[src/verilog/reset_seq_pkg.sv]
// constants and types shared by the system reset sequencer
package reset_seq_pkg;
   localparam logic [7:0] flag_reg_offset = 8'h86;
   localparam logic [7:0] ctrl_reg_offset = 8'h88;
   localparam logic [7:0] stat_reg_offset = 8'h8C;
   localparam int cause_hi_bit = 7;
   localparam int cause_lo_bit = 6;
   localparam int lv_high_bit = 5;
   localparam int lv_mid_bit = 4;
   localparam logic [1:0] cause_watchdog = 2'h0;
   localparam logic [1:0] cause_power = 2'h2;
   localparam logic [1:0] cause_external = 2'h3;
   localparam logic [7:0] flag_reset = 8'hC0;
   localparam logic [7:0] flag_rw_mask = 8'hC7;
   localparam int clk_mhz = 125;
   localparam int rc_warm_us = 32;
   localparam int xtal_warm_us = 4000;
   localparam int rc_warm_cycles = rc_warm_us * clk_mhz;
   localparam int xtal_warm_cycles = xtal_warm_us * clk_mhz;
   localparam int stable_cycles = 16;
   localparam int init_cycles = 4;
   localparam logic [31:0] ctrl_reset = 32'h0000_0000;
   typedef enum logic [5:0]
   {
      st_power = 6'b000001,
      st_pin = 6'b000010,
      st_init = 6'b000100,
      st_warm = 6'b001000,
      st_run = 6'b010000,
      st_hold = 6'b100000
   } seq_state_type;
endpackage

[src/verilog/system_reset_sequencer.sv]
// reset source collection, boot sequence and program flag register
`timescale 1ns/1ns
module system_reset_sequencer
   import reset_seq_pkg::*;
#(
   parameter int warm_rc = rc_warm_cycles,
   parameter int warm_xtal = xtal_warm_cycles,
   parameter int filt_depth = 4
)
(
   input wire logic hclk, // system clock
   input wire logic hresetn, // async reset, active low
   input wire logic hsel, // slave select
   input wire logic [31:0] haddr, // byte address
   input wire logic [1:0] htrans, // transfer type
   input wire logic hwrite, // write when high
   input wire logic [2:0] hsize, // transfer size
   input wire logic [31:0] hwdata, // write data
   input wire logic hready, // bus ready
   output logic [31:0] hrdata, // read data
   output logic hreadyout, // slave ready
   output logic hresp, // response, always okay
   input wire logic power_up, // supply detector: power-on event
   input wire logic supply_ok, // supply risen and stable
   input wire logic low_voltage, // brown-out reset detect
   input wire logic lv_mid_in, // mid-level supply flag detect
   input wire logic lv_high_in, // high-level supply flag detect
   input wire logic wdt_overflow, // watchdog overflow status
   input wire logic reset_n_pin, // external reset pin, active low
   input wire logic pin_enable, // reset pin function enabled
   input wire logic osc_xtal, // oscillator is a crystal
   output logic core_reset, // hold core in reset
   output logic [11:0] pc_start, // program counter start value
   output logic fetch_enable, // instruction fetch allowed
   output logic low_power_n // low when low-power mode allowed
);
   localparam int tw = 24;
   logic pin_level;
   logic pin_low;
   logic wd_evt;
   logic pw_evt;
   logic any_evt;
   logic tmr_load;
   logic [tw-1:0] tmr_count;
   logic tmr_done;
   seq_state_type state_q;
   seq_state_type state_d;
   logic [7:0] flag_q;
   logic [7:0] flag_d;
   logic [31:0] ctrl_q;
   logic [31:0] ctrl_d;
   logic wr_q;
   logic wr_d;
   logic rd_q;
   logic rd_d;
   logic [7:0] addr_q;
   logic [7:0] addr_d;
   logic [31:0] rdata_q;
   logic [31:0] rdata_d;

   initial
   begin
      if (warm_rc < 1 || warm_xtal < warm_rc || warm_xtal >= (1 << tw))
      begin
         $error("warm-up counts out of range");
      end
   end

   pin_filter #(
      .depth(filt_depth)
   ) u_filter (
      .hclk(hclk),
      .hresetn(hresetn),
      .pin_in(reset_n_pin),
      .pin_level(pin_level)
   );

   seq_timer #(
      .width(tw)
   ) u_timer (
      .hclk(hclk),
      .hresetn(hresetn),
      .load(tmr_load),
      .count(tmr_count),
      .done(tmr_done)
   );

   assign pin_low = pin_enable && !pin_level;
   assign wd_evt = wdt_overflow;
   assign pw_evt = power_up || low_voltage || !supply_ok;
   assign any_evt = pw_evt || wd_evt || pin_low;

   function automatic logic [tw-1:0] cyc(input int n);
      cyc = tw'(n);
   endfunction

   // sequence; every reset source re-enters from the top
   always_comb
   begin
      state_d = state_q;
      tmr_load = 1'b0;
      tmr_count = '0;
      unique case (state_q)
         st_power:
         begin
            if (!supply_ok)
            begin
               tmr_load = 1'b1;
               tmr_count = cyc(stable_cycles);
            end
            else if (tmr_done)
            begin
               state_d = st_pin;
            end
         end
         st_pin:
         begin
            if (!pin_low)
            begin
               state_d = st_init;
               tmr_load = 1'b1;
               tmr_count = cyc(init_cycles);
            end
         end
         st_init:
         begin
            if (tmr_done)
            begin
               state_d = st_warm;
               tmr_load = 1'b1;
               tmr_count = osc_xtal ? cyc(warm_xtal) : cyc(warm_rc);
            end
         end
         st_warm:
         begin
            if (tmr_done)
            begin
               state_d = st_run;
            end
         end
         st_run:
         begin
            state_d = st_run;
         end
         st_hold:
         begin
            if (!any_evt)
            begin
               state_d = st_power;
               tmr_load = 1'b1;
               tmr_count = cyc(stable_cycles);
            end
         end
      endcase
      // a live reset source always wins over the sequence
      if (any_evt)
      begin
         state_d = (pw_evt && !power_up && !low_voltage) ? st_power : st_hold;
         tmr_load = 1'b1;
         tmr_count = cyc(stable_cycles);
      end
   end

   always_ff @(posedge hclk or negedge hresetn)
   begin
      if (!hresetn)
      begin
         state_q <= st_power;
      end
      else
      begin
         state_q <= state_d;
      end
   end

   // core side outputs, registered so release is clean
   logic run_q;
   always_ff @(posedge hclk or negedge hresetn)
   begin
      if (!hresetn)
      begin
         run_q <= 1'b0;
      end
      else
      begin
         run_q <= (state_d == st_run);
      end
   end

   assign core_reset = !run_q;
   assign fetch_enable = run_q;
   assign pc_start = 12'h000;
   assign low_power_n = 1'b1; // boot always ends in normal mode

   // ahb-lite address phase capture
   always_comb
   begin
      wr_d = 1'b0;
      rd_d = 1'b0;
      addr_d = addr_q;
      if (hsel && hready && htrans[1])
      begin
         wr_d = hwrite;
         rd_d = !hwrite;
         addr_d = haddr[9:2]; // offsets are word indexes, byte address is four times
      end
   end

   // flag register and control register
   always_comb
   begin
      flag_d = flag_q;
      ctrl_d = ctrl_q;
      flag_d[lv_mid_bit] = lv_mid_in;
      flag_d[lv_high_bit] = lv_high_in;
      if (wr_q && addr_q == flag_reg_offset)
      begin
         flag_d = (flag_q & ~flag_rw_mask) | (hwdata[7:0] & flag_rw_mask);
         flag_d[lv_mid_bit] = lv_mid_in;
         flag_d[lv_high_bit] = lv_high_in;
      end
      if (wr_q && addr_q == ctrl_reg_offset)
      begin
         ctrl_d = hwdata;
      end
      // hardware cause capture beats a software write in the same cycle
      if (any_evt && state_q != st_hold)
      begin
         flag_d[2:0] = 3'h0;
         ctrl_d = ctrl_reset;
         if (pin_low)
         begin
            flag_d[cause_hi_bit:cause_lo_bit] = cause_external;
         end
         else if (pw_evt)
         begin
            flag_d[cause_hi_bit:cause_lo_bit] = cause_power;
         end
         else
         begin
            flag_d[cause_hi_bit:cause_lo_bit] = cause_watchdog;
         end
      end
      if (low_voltage)
      begin
         flag_d[lv_mid_bit] = 1'b0;
         flag_d[lv_high_bit] = 1'b0;
      end
   end

   always_comb
   begin
      rdata_d = 32'h0000_0000;
      if (rd_d && addr_d == flag_reg_offset)
      begin
         rdata_d = {24'h00_0000, flag_d};
      end
      else if (rd_d && addr_d == ctrl_reg_offset)
      begin
         rdata_d = ctrl_d;
      end
      else if (rd_d && addr_d == stat_reg_offset)
      begin
         rdata_d = {26'h000_0000, state_d};
      end
   end

   always_ff @(posedge hclk or negedge hresetn)
   begin
      if (!hresetn)
      begin
         flag_q <= flag_reset;
         ctrl_q <= ctrl_reset;
         wr_q <= 1'b0;
         rd_q <= 1'b0;
         addr_q <= 8'h00;
         rdata_q <= 32'h0000_0000;
      end
      else
      begin
         flag_q <= flag_d;
         ctrl_q <= ctrl_d;
         wr_q <= wr_d;
         rd_q <= rd_d;
         addr_q <= addr_d;
         rdata_q <= rdata_d;
      end
   end

   // zero wait states; unmapped reads return zero
   assign hreadyout = 1'b1;
   assign hresp = 1'b0;
   assign hrdata = rdata_q;
endmodule

[src/verilog/seq_timer.sv]
// down counter that measures one step of the reset sequence
`timescale 1ns/1ns
module seq_timer
   import reset_seq_pkg::*;
#(
   parameter int width = 20
)
(
   input wire logic hclk, // system clock
   input wire logic hresetn, // async reset, active low
   input wire logic load, // start a new count
   input wire logic [width-1:0] count, // cycles to wait
   output logic done // count has run out
);
   logic [width-1:0] cnt_q;
   logic [width-1:0] cnt_d;

   initial
   begin
      if (width < 4)
      begin
         $error("seq_timer width too small");
      end
   end

   always_comb
   begin
      cnt_d = cnt_q;
      if (load)
      begin
         cnt_d = count;
      end
      else if (cnt_q != '0)
      begin
         cnt_d = cnt_q - 1'b1;
      end
   end

   always_ff @(posedge hclk or negedge hresetn)
   begin
      if (!hresetn)
      begin
         cnt_q <= '0;
      end
      else
      begin
         cnt_q <= cnt_d;
      end
   end

   // from the count alone; gating with load would close a loop through the sequencer
   assign done = (cnt_q == '0);
endmodule

[src/verilog/pin_filter.sv]
// hysteresis conditioning of the external reset pin
`timescale 1ns/1ns
module pin_filter
   import reset_seq_pkg::*;
#(
   parameter int depth = 4
)
(
   input wire logic hclk, // system clock
   input wire logic hresetn, // async reset, active low
   input wire logic pin_in, // raw pin level
   output logic pin_level // conditioned level
);
   logic [depth-1:0] hist_q;
   logic [depth-1:0] hist_d;
   logic level_q;
   logic level_d;

   initial
   begin
      if (depth < 2 || depth > 16)
      begin
         $error("pin_filter depth out of range");
      end
   end

   // level only flips once the whole history agrees, giving hysteresis
   always_comb
   begin
      hist_d = {hist_q[depth-2:0], pin_in};
      level_d = level_q;
      if (&hist_q)
      begin
         level_d = 1'b1;
      end
      else if (~|hist_q)
      begin
         level_d = 1'b0;
      end
   end

   always_ff @(posedge hclk or negedge hresetn)
   begin
      if (!hresetn)
      begin
         hist_q <= '1;
         level_q <= 1'b1;
      end
      else
      begin
         hist_q <= hist_d;
         level_q <= level_d;
      end
   end

   assign pin_level = level_q;
endmodule

[config.mk]
export PLATFORM = sky130hd
export DESIGN_NAME = system_reset_sequencer
export DESIGN_NICKNAME = d
export VERILOG_FILES = /design/src/verilog/reset_seq_pkg.sv /design/src/verilog/system_reset_sequencer.sv /design/src/verilog/seq_timer.sv /design/src/verilog/pin_filter.sv
export SDC_FILE = /design/constraint.sdc
export NUM_CORES = 1
export LEC_CHECK = 0
export BUFFER_PORTS_ARGS = -buffer_cell sky130_fd_sc_hd__clkbuf_2
export CORE_MARGIN = 2
export CORE_UTILIZATION = 50
export CTS_BUF_LIST = sky130_fd_sc_hd__clkbuf_2 sky130_fd_sc_hd__clkbuf_4 sky130_fd_sc_hd__clkbuf_8
export CTS_CLUSTER_SIZE = 28
export DETAILED_ROUTE_END_ITERATION = 10
export GPL_TIMING_DRIVEN = 0
export PLACE_DENSITY_LB_ADDON = 0.2
export SKIP_CTS_REPAIR_TIMING = 1
export SYNTH_ARGS = -nofsm -noshare
export SYNTH_HDL_FRONTEND = slang
export SYNTH_SLANG_ARGS = --single-unit
[constraint.sdc]
create_clock -name hclk -period 2.15 [get_ports hclk]
set_input_delay 0.43 -clock hclk [delete_from_list [all_inputs] [get_ports hclk]]
set_output_delay 0.43 -clock hclk [all_outputs]
set_load 0.02 [all_outputs]
### Word level (Yosys, flattened, before mapping)

Index checks and enable logic that the tools add are counted.
Widths: inputs -> output; s select.

* bitwise logic cells: 1
* shift operators: 0
* reduce and logical (&&, ||, !) cells: 26
* mux-type cells: 37
* equal/unequal tests: 14
* add/sub/neg operators: 1
* multipliers: 0
* $lt $le $gt $ge: 0
* divide/modulo/power cells: 0

Operators by type and width (number)
* $mux 32: 4
* $pmux 19 s4: 1
* $mux 24: 3
* $mux 6: 8
* $eq 8x8->1 const B: 5
* $mux 19: 2
* $pmux 6 s6: 1
* $logic_not 24->1: 1
* $reduce_bool 24->1: 1
* $sub 24x1->24 const B: 1
* $mux 8: 2
* $eq 6x5->1 const B: 2
* $logic_and 1x1->1: 11
* $mux 1: 8
* $mux 2: 4
* $or 6x8->8: 1
* $eq 6x1->1 const B: 1
* $eq 6x2->1 const B: 1
* $eq 6x3->1 const B: 1
* $eq 6x4->1 const B: 1
* $eq 6x6->1 const B: 1
* $logic_not 1->1: 6
* $mux 3: 2
* $ne 6x6->1 const B: 1
* other kinds (7): 10

* bits in read-only memories: 0
* memories kept: 0
* bits in writable memories: 0
* input bits: 83
* bits in latches: 0
* logic and storage cells: 89
* output and inout bits: 49
* register bits: 117

### Depth between registers and ports, before layout

* depth after elaboration: 9
* depth in mapped cells: 10
* depth with buffers taken out: 8

### By module

Synthesis repeated with hierarchy kept, for this count alone.

* cell total of the unflattened synthesis: 498
* area, all modules: 5336.4 um2

Modules (own cells, without submodules)
* system_reset_sequencer: cells each 326, area each 3672.3 um2, instances 1
* seq_timer: cells each 164, area each 1506.4 um2, instances 1
* pin_filter: cells each 8, area each 157.7 um2, instances 1

### Least setup slack after synthesis

OpenSTA, ideal clock, no wires.

* path kind: register to register
* from: reg u_timer.cnt_q[10]
* to: reg rdata_q[5], in the netlist hrdata[5]
* period minus slack after synthesis: 2.209 ns
* stages on the path, launching flop included: 8
* data arrival time: 2.083 ns
* setup slack: -0.059 ns
* path buffers: 1
* path through: dfrtp_1 > or4_4 > nand2b_4 > or3_1 > buf_6 > a31oi_4 > nor3_1 > a221o_1

* word-level cells in the longest chain between the ends: 8
* elaborated cells between the ends (all ways): 10
* those cells by class: 9 x mux; 1 x reduce/logical

Ends and longest elaborated chain
* from (decl): RTL line seq_timer.sv:15 `logic [width-1:0] cnt_q;`
* from (signal assigned): RTL line seq_timer.sv:47 `cnt_q <= cnt_d;`
* $logic_not 24->1 *: RTL line seq_timer.sv:52 `assign done = (cnt_q == '0);`
* $mux 6: RTL line system_reset_sequencer.sv:111 `else if (tmr_done)`
* $mux 6: RTL line system_reset_sequencer.sv:106 `if (!supply_ok)`
* $pmux 6 s6 *: RTL line system_reset_sequencer.sv:103 `unique case (state_q)`
* $mux 6 *: RTL line system_reset_sequencer.sv:156 `if (any_evt)`
* $mux 6 *: RTL line system_reset_sequencer.sv:262 `else if (rd_d && addr_d == stat_reg_offset)`
* $mux 32 *: RTL line system_reset_sequencer.sv:258 `else if (rd_d && addr_d == ctrl_reg_offset)`
* $mux 32 *: RTL line system_reset_sequencer.sv:254 `if (rd_d && addr_d == flag_reg_offset)`
* via rdata_d[5]: RTL line system_reset_sequencer.sv:59 `logic [31:0] rdata_d;`
* to (signal assigned): RTL line system_reset_sequencer.sv:286 `rdata_q <= rdata_d;`
* to (decl): RTL line system_reset_sequencer.sv:58 `logic [31:0] rdata_q;`

Mark *: on every way through the listed nets, which the timed path passes. The rest lies on a longest branch.
A chain may end at the register's enable or synchronous reset.

### Worst setup path in the final report

Ends and elaborated chain as after synthesis.

==> flow_summary.yaml <==
run_status:
  status: "finished with violations"
  violations: "negative setup slack"
cells_and_area:
  antenna_cells: 0
  synthToLayoutAreaGrowth_pct: 26.54
  finalInstanceArea_um2: 6502
  utilization_pct: 64.14
  num-fill-cells: 828
  drive_above_1_share_pct: 36.01
  fin_nets: 694
worst_setup_path:
  critPathLaunchType: "flip-flop"
  ff2ff_setup_slack_ns: -0.11
  crit_path_end_kind: "flip-flop"
  cp_max_fo: 6
  cp.depth: 7
  cpPeakStageDelay_ns: 0.54
  r2r_start: "u_timer.cnt_q[10]"
  crit_buf_inv: 1
  cpMaxStageDelayCell: "or4_4"
  arrival_ns: 2.58
  reg2reg_to: "hrdata[5]"
  cp_cell_sequence: "or4_4 > nand2b_4 > or3_1 > buf_6 > a31oi_4 > nor3_1 > a221o_1"
  r2r_cells: 7
  worst_path_dominant_cell_family: "simple AND/OR/NAND/NOR gates"
  crit_start: "u_timer.cnt_q[10]"
  worstSetupPathType: "flip-flop to flip-flop"
  required_ns: 2.46
  critPathCapture: "hrdata[5]"
clocking:
  path_clk_slew_ns: 0.07
  cts_tree: "yes"
  cts_buffers: 17
  clkSinkCount: 114
  htreeDepth: 4
  cts-root-buf: "clkbuf_8"
  worstSkewPairLatency_ns: 0.43
  clock_path_buffers: 2
synth:
  synthSimpleGateAreaFrac_pct: 19.55
  synthTopCellsByArea: "dfrtp_1 (52%), mux2i_1 (7.0%), nor2_1 (5.4%)"
  synth_top_area_share_pct: 51.62
  synthDominantAreaCellType: "dfrtp_1"
  synth_mux_area_share_pct: 8.985
  synth.distinct_cells: 60
  synth_compound_area_share_pct: 6.939
  yosysSeqAreaShare_pct: 55.71
  synthAdderAreaFrac_pct: 0.4870
  synth_xor_area_share_pct: 3.579
  synthesis.area_um2: 5139
  async_flop_share_pct: 100.0
  synth_edf_count: 0
  synth-seq-cells: 114
  yosysWarnings: 0
  ys.flop_type: "dfrtp_1"
  synth_top_family_by_area: "simple AND/OR/NAND/NOR gates"
  synthCells: 468
  synth_area_per_cell_um2: 10.98
timing:
  slew_headroom_pct: 41.55
  drv_slew: 0
  hold_ws_ns: 0.09433
  period_minus_slack_ns: 2.263
  min_period_over_period_pct: 105.3
  max_freq_ghz: 0.4418
  tightest_slew_ns: 0.8767
  setup_viol: 25
  finalWorstSetupSlack_ns: -0.1134
  rsz0062_at_grt: "yes"
  finalHoldViolations: 0
  finalClockSkew_ns: 0.008304
floorplanning:
  die_w_um: 105.4
  start_util_pct: 50.68
  core_um2: 10140
  die_h_um: 105.4
  dieArea_um2: 11100
  pin_count: 132
  rows: 37
global_route:
  grt_use_total_pct: 21.62
  grt_antenna_before_repair: 0
  grt_pass1_vias: 3877
  grt_max_degree: 115
  grt_overflow: 0
  grt_pass1_wl_um: 18750
drt:
  vias: 3928
  top_layer: "met4"
  vias_per_cell: 5.182
  wl_met2_um: 5752
  met1Wirelength_um: 4983
  drt_first_pass_iters: 5
  drt_iter0_drc: 137
  routed_wl_um: 11620
  wl_met3_um: 799
  ant_nets: 0
  drc_errors: 0
  routedWlPerCell_um: 15.32
min_path:
  min_path_type: "primary input to flip-flop"
place:
  pre_cts_slack_ns: -0.6247
  io_buffers: 88
  gp_congestion: 0.7907
  dp_hpwl_um: 7703
  place_area_um2: 5812
power_and_ir_drop:
  p_leak_nw: 3.421
  p_total_mw: 4.306
  p_per_area_nw_per_um2: 662.2
  ir_drop_mv: 0.4741
job:
  cap_violations: 0
layer usage:
| metal | vias up | GRT usage (%) |
|---|---|---|
| met2 | 106 | 33.64 |
| met3 | 8 | 8.349 |
| li1 | 1891 | - |
| met1 | 1923 | 27.67 |
| met4 | 0 | 7.524 |
| met5 | - | 0 |
worst register-to-register path, cell delays in order, from the launching register on:
cell and delay (ns):
dfrtp_1 0.41, or4_4 0.54, nand2b_4 0.19, or3_1 0.33, buf_6 0.16, a31oi_4 0.17
nor3_1 0.07, a221o_1 0.27
report_power, final:
group          switching, mW  internal [mW]
clock                  0.882          0.883
sequential            0.0327           2.20
combinational          0.181          0.128
how the worst min path moves through the flow:
stage / cells past startpoint / startpoint / to
after floorplan: 0 / hresetn / addr_q[0]
after global placement: 0 / u_filter.hist_q[1] / u_filter.hist_q[2]
after detailed placement: 0 / u_filter.hist_q[1] / u_filter.hist_q[2]
after CTS: 1 / reset_n_pin / u_filter.hist_q[0]
after global routing: 1 / reset_n_pin / u_filter.hist_q[0]
final: 1 / reset_n_pin / u_filter.hist_q[0]
cell families (layout without fill, tap and decap cells):
family,after synthesis,count (layout)
other,2,15
AO/OA/AOI/OAI,45,45
flip-flops,114,114
multiplexers,45,45
XOR/XNOR,21,21
AND/OR/NAND/NOR,195,195
buffers and inverters,44,185
adder cells (fa/ha/maj),2,2
cell type report:
class                      instances  area [um2]  share of cell area [%]
buffer                            35       229.0                   3.521
tap                              136       170.2                   2.617
clock inverter                    12       85.08                   1.308
timing repair buffer             112       633.1                   9.736
sequential                       114        2863                   44.03
inverter                           6       22.52                  0.3464
multi-input combinational        323        2225                   34.21
clock buffer                      20       275.3                   4.233
Yosys cell counts, types with 6 or more instances:
cell type,n
dfrtp_1,106
dfstp_2,8
nor4_1,8
buf_4,15
inv_1,6
mux2_2,9
nand4b_1,7
nand2_1,19
nor2_1,74
nor3_1,40
nand3_1,18
a21oi_1,13
xor2_1,16
clkbuf_1,12
mux2i_1,36
flip-flops by register name, indices dropped and copies added (netlist names):
register	count
wr_q	1
ctrl_q	32
state_q	6
fetch_enable	1
flag_q	5
u_timer.cnt_q	24
hrdata	32
u_filter.hist_q	4
addr_q	8
u_filter.pin_level	1
through the flow:
| step | setup TNS, ns | cells |
|---|---|---|
| floorplan | -0.05330 | 481 |
| global placement | -136.06 | 705 |
| detailed placement | -38.39 | 705 |
| CTS | -34.54 | 737 |
| global route | -3.542 | 758 |
| finish | -1.187 | 758 |
placed cells by master, fill, tap and decap left out, types with 5 or more instances in the layout:
master      n
nand2_1    19
a21oi_1    12
xnor2_1     5
dfrtp_1   106
mux2_2      9
nor4_1      6
buf_4      38
buf_2       8
mux2i_1    35
nor3_1     36
dfstp_2     8
nor2_1     70
nand4b_1    7
nand3_1    17
inv_1       5
xor2_1     16
conb_1     15
clkbuf_8   21
clkbuf_2   94
No activity file was read; power rests on OpenSTA's default activity.
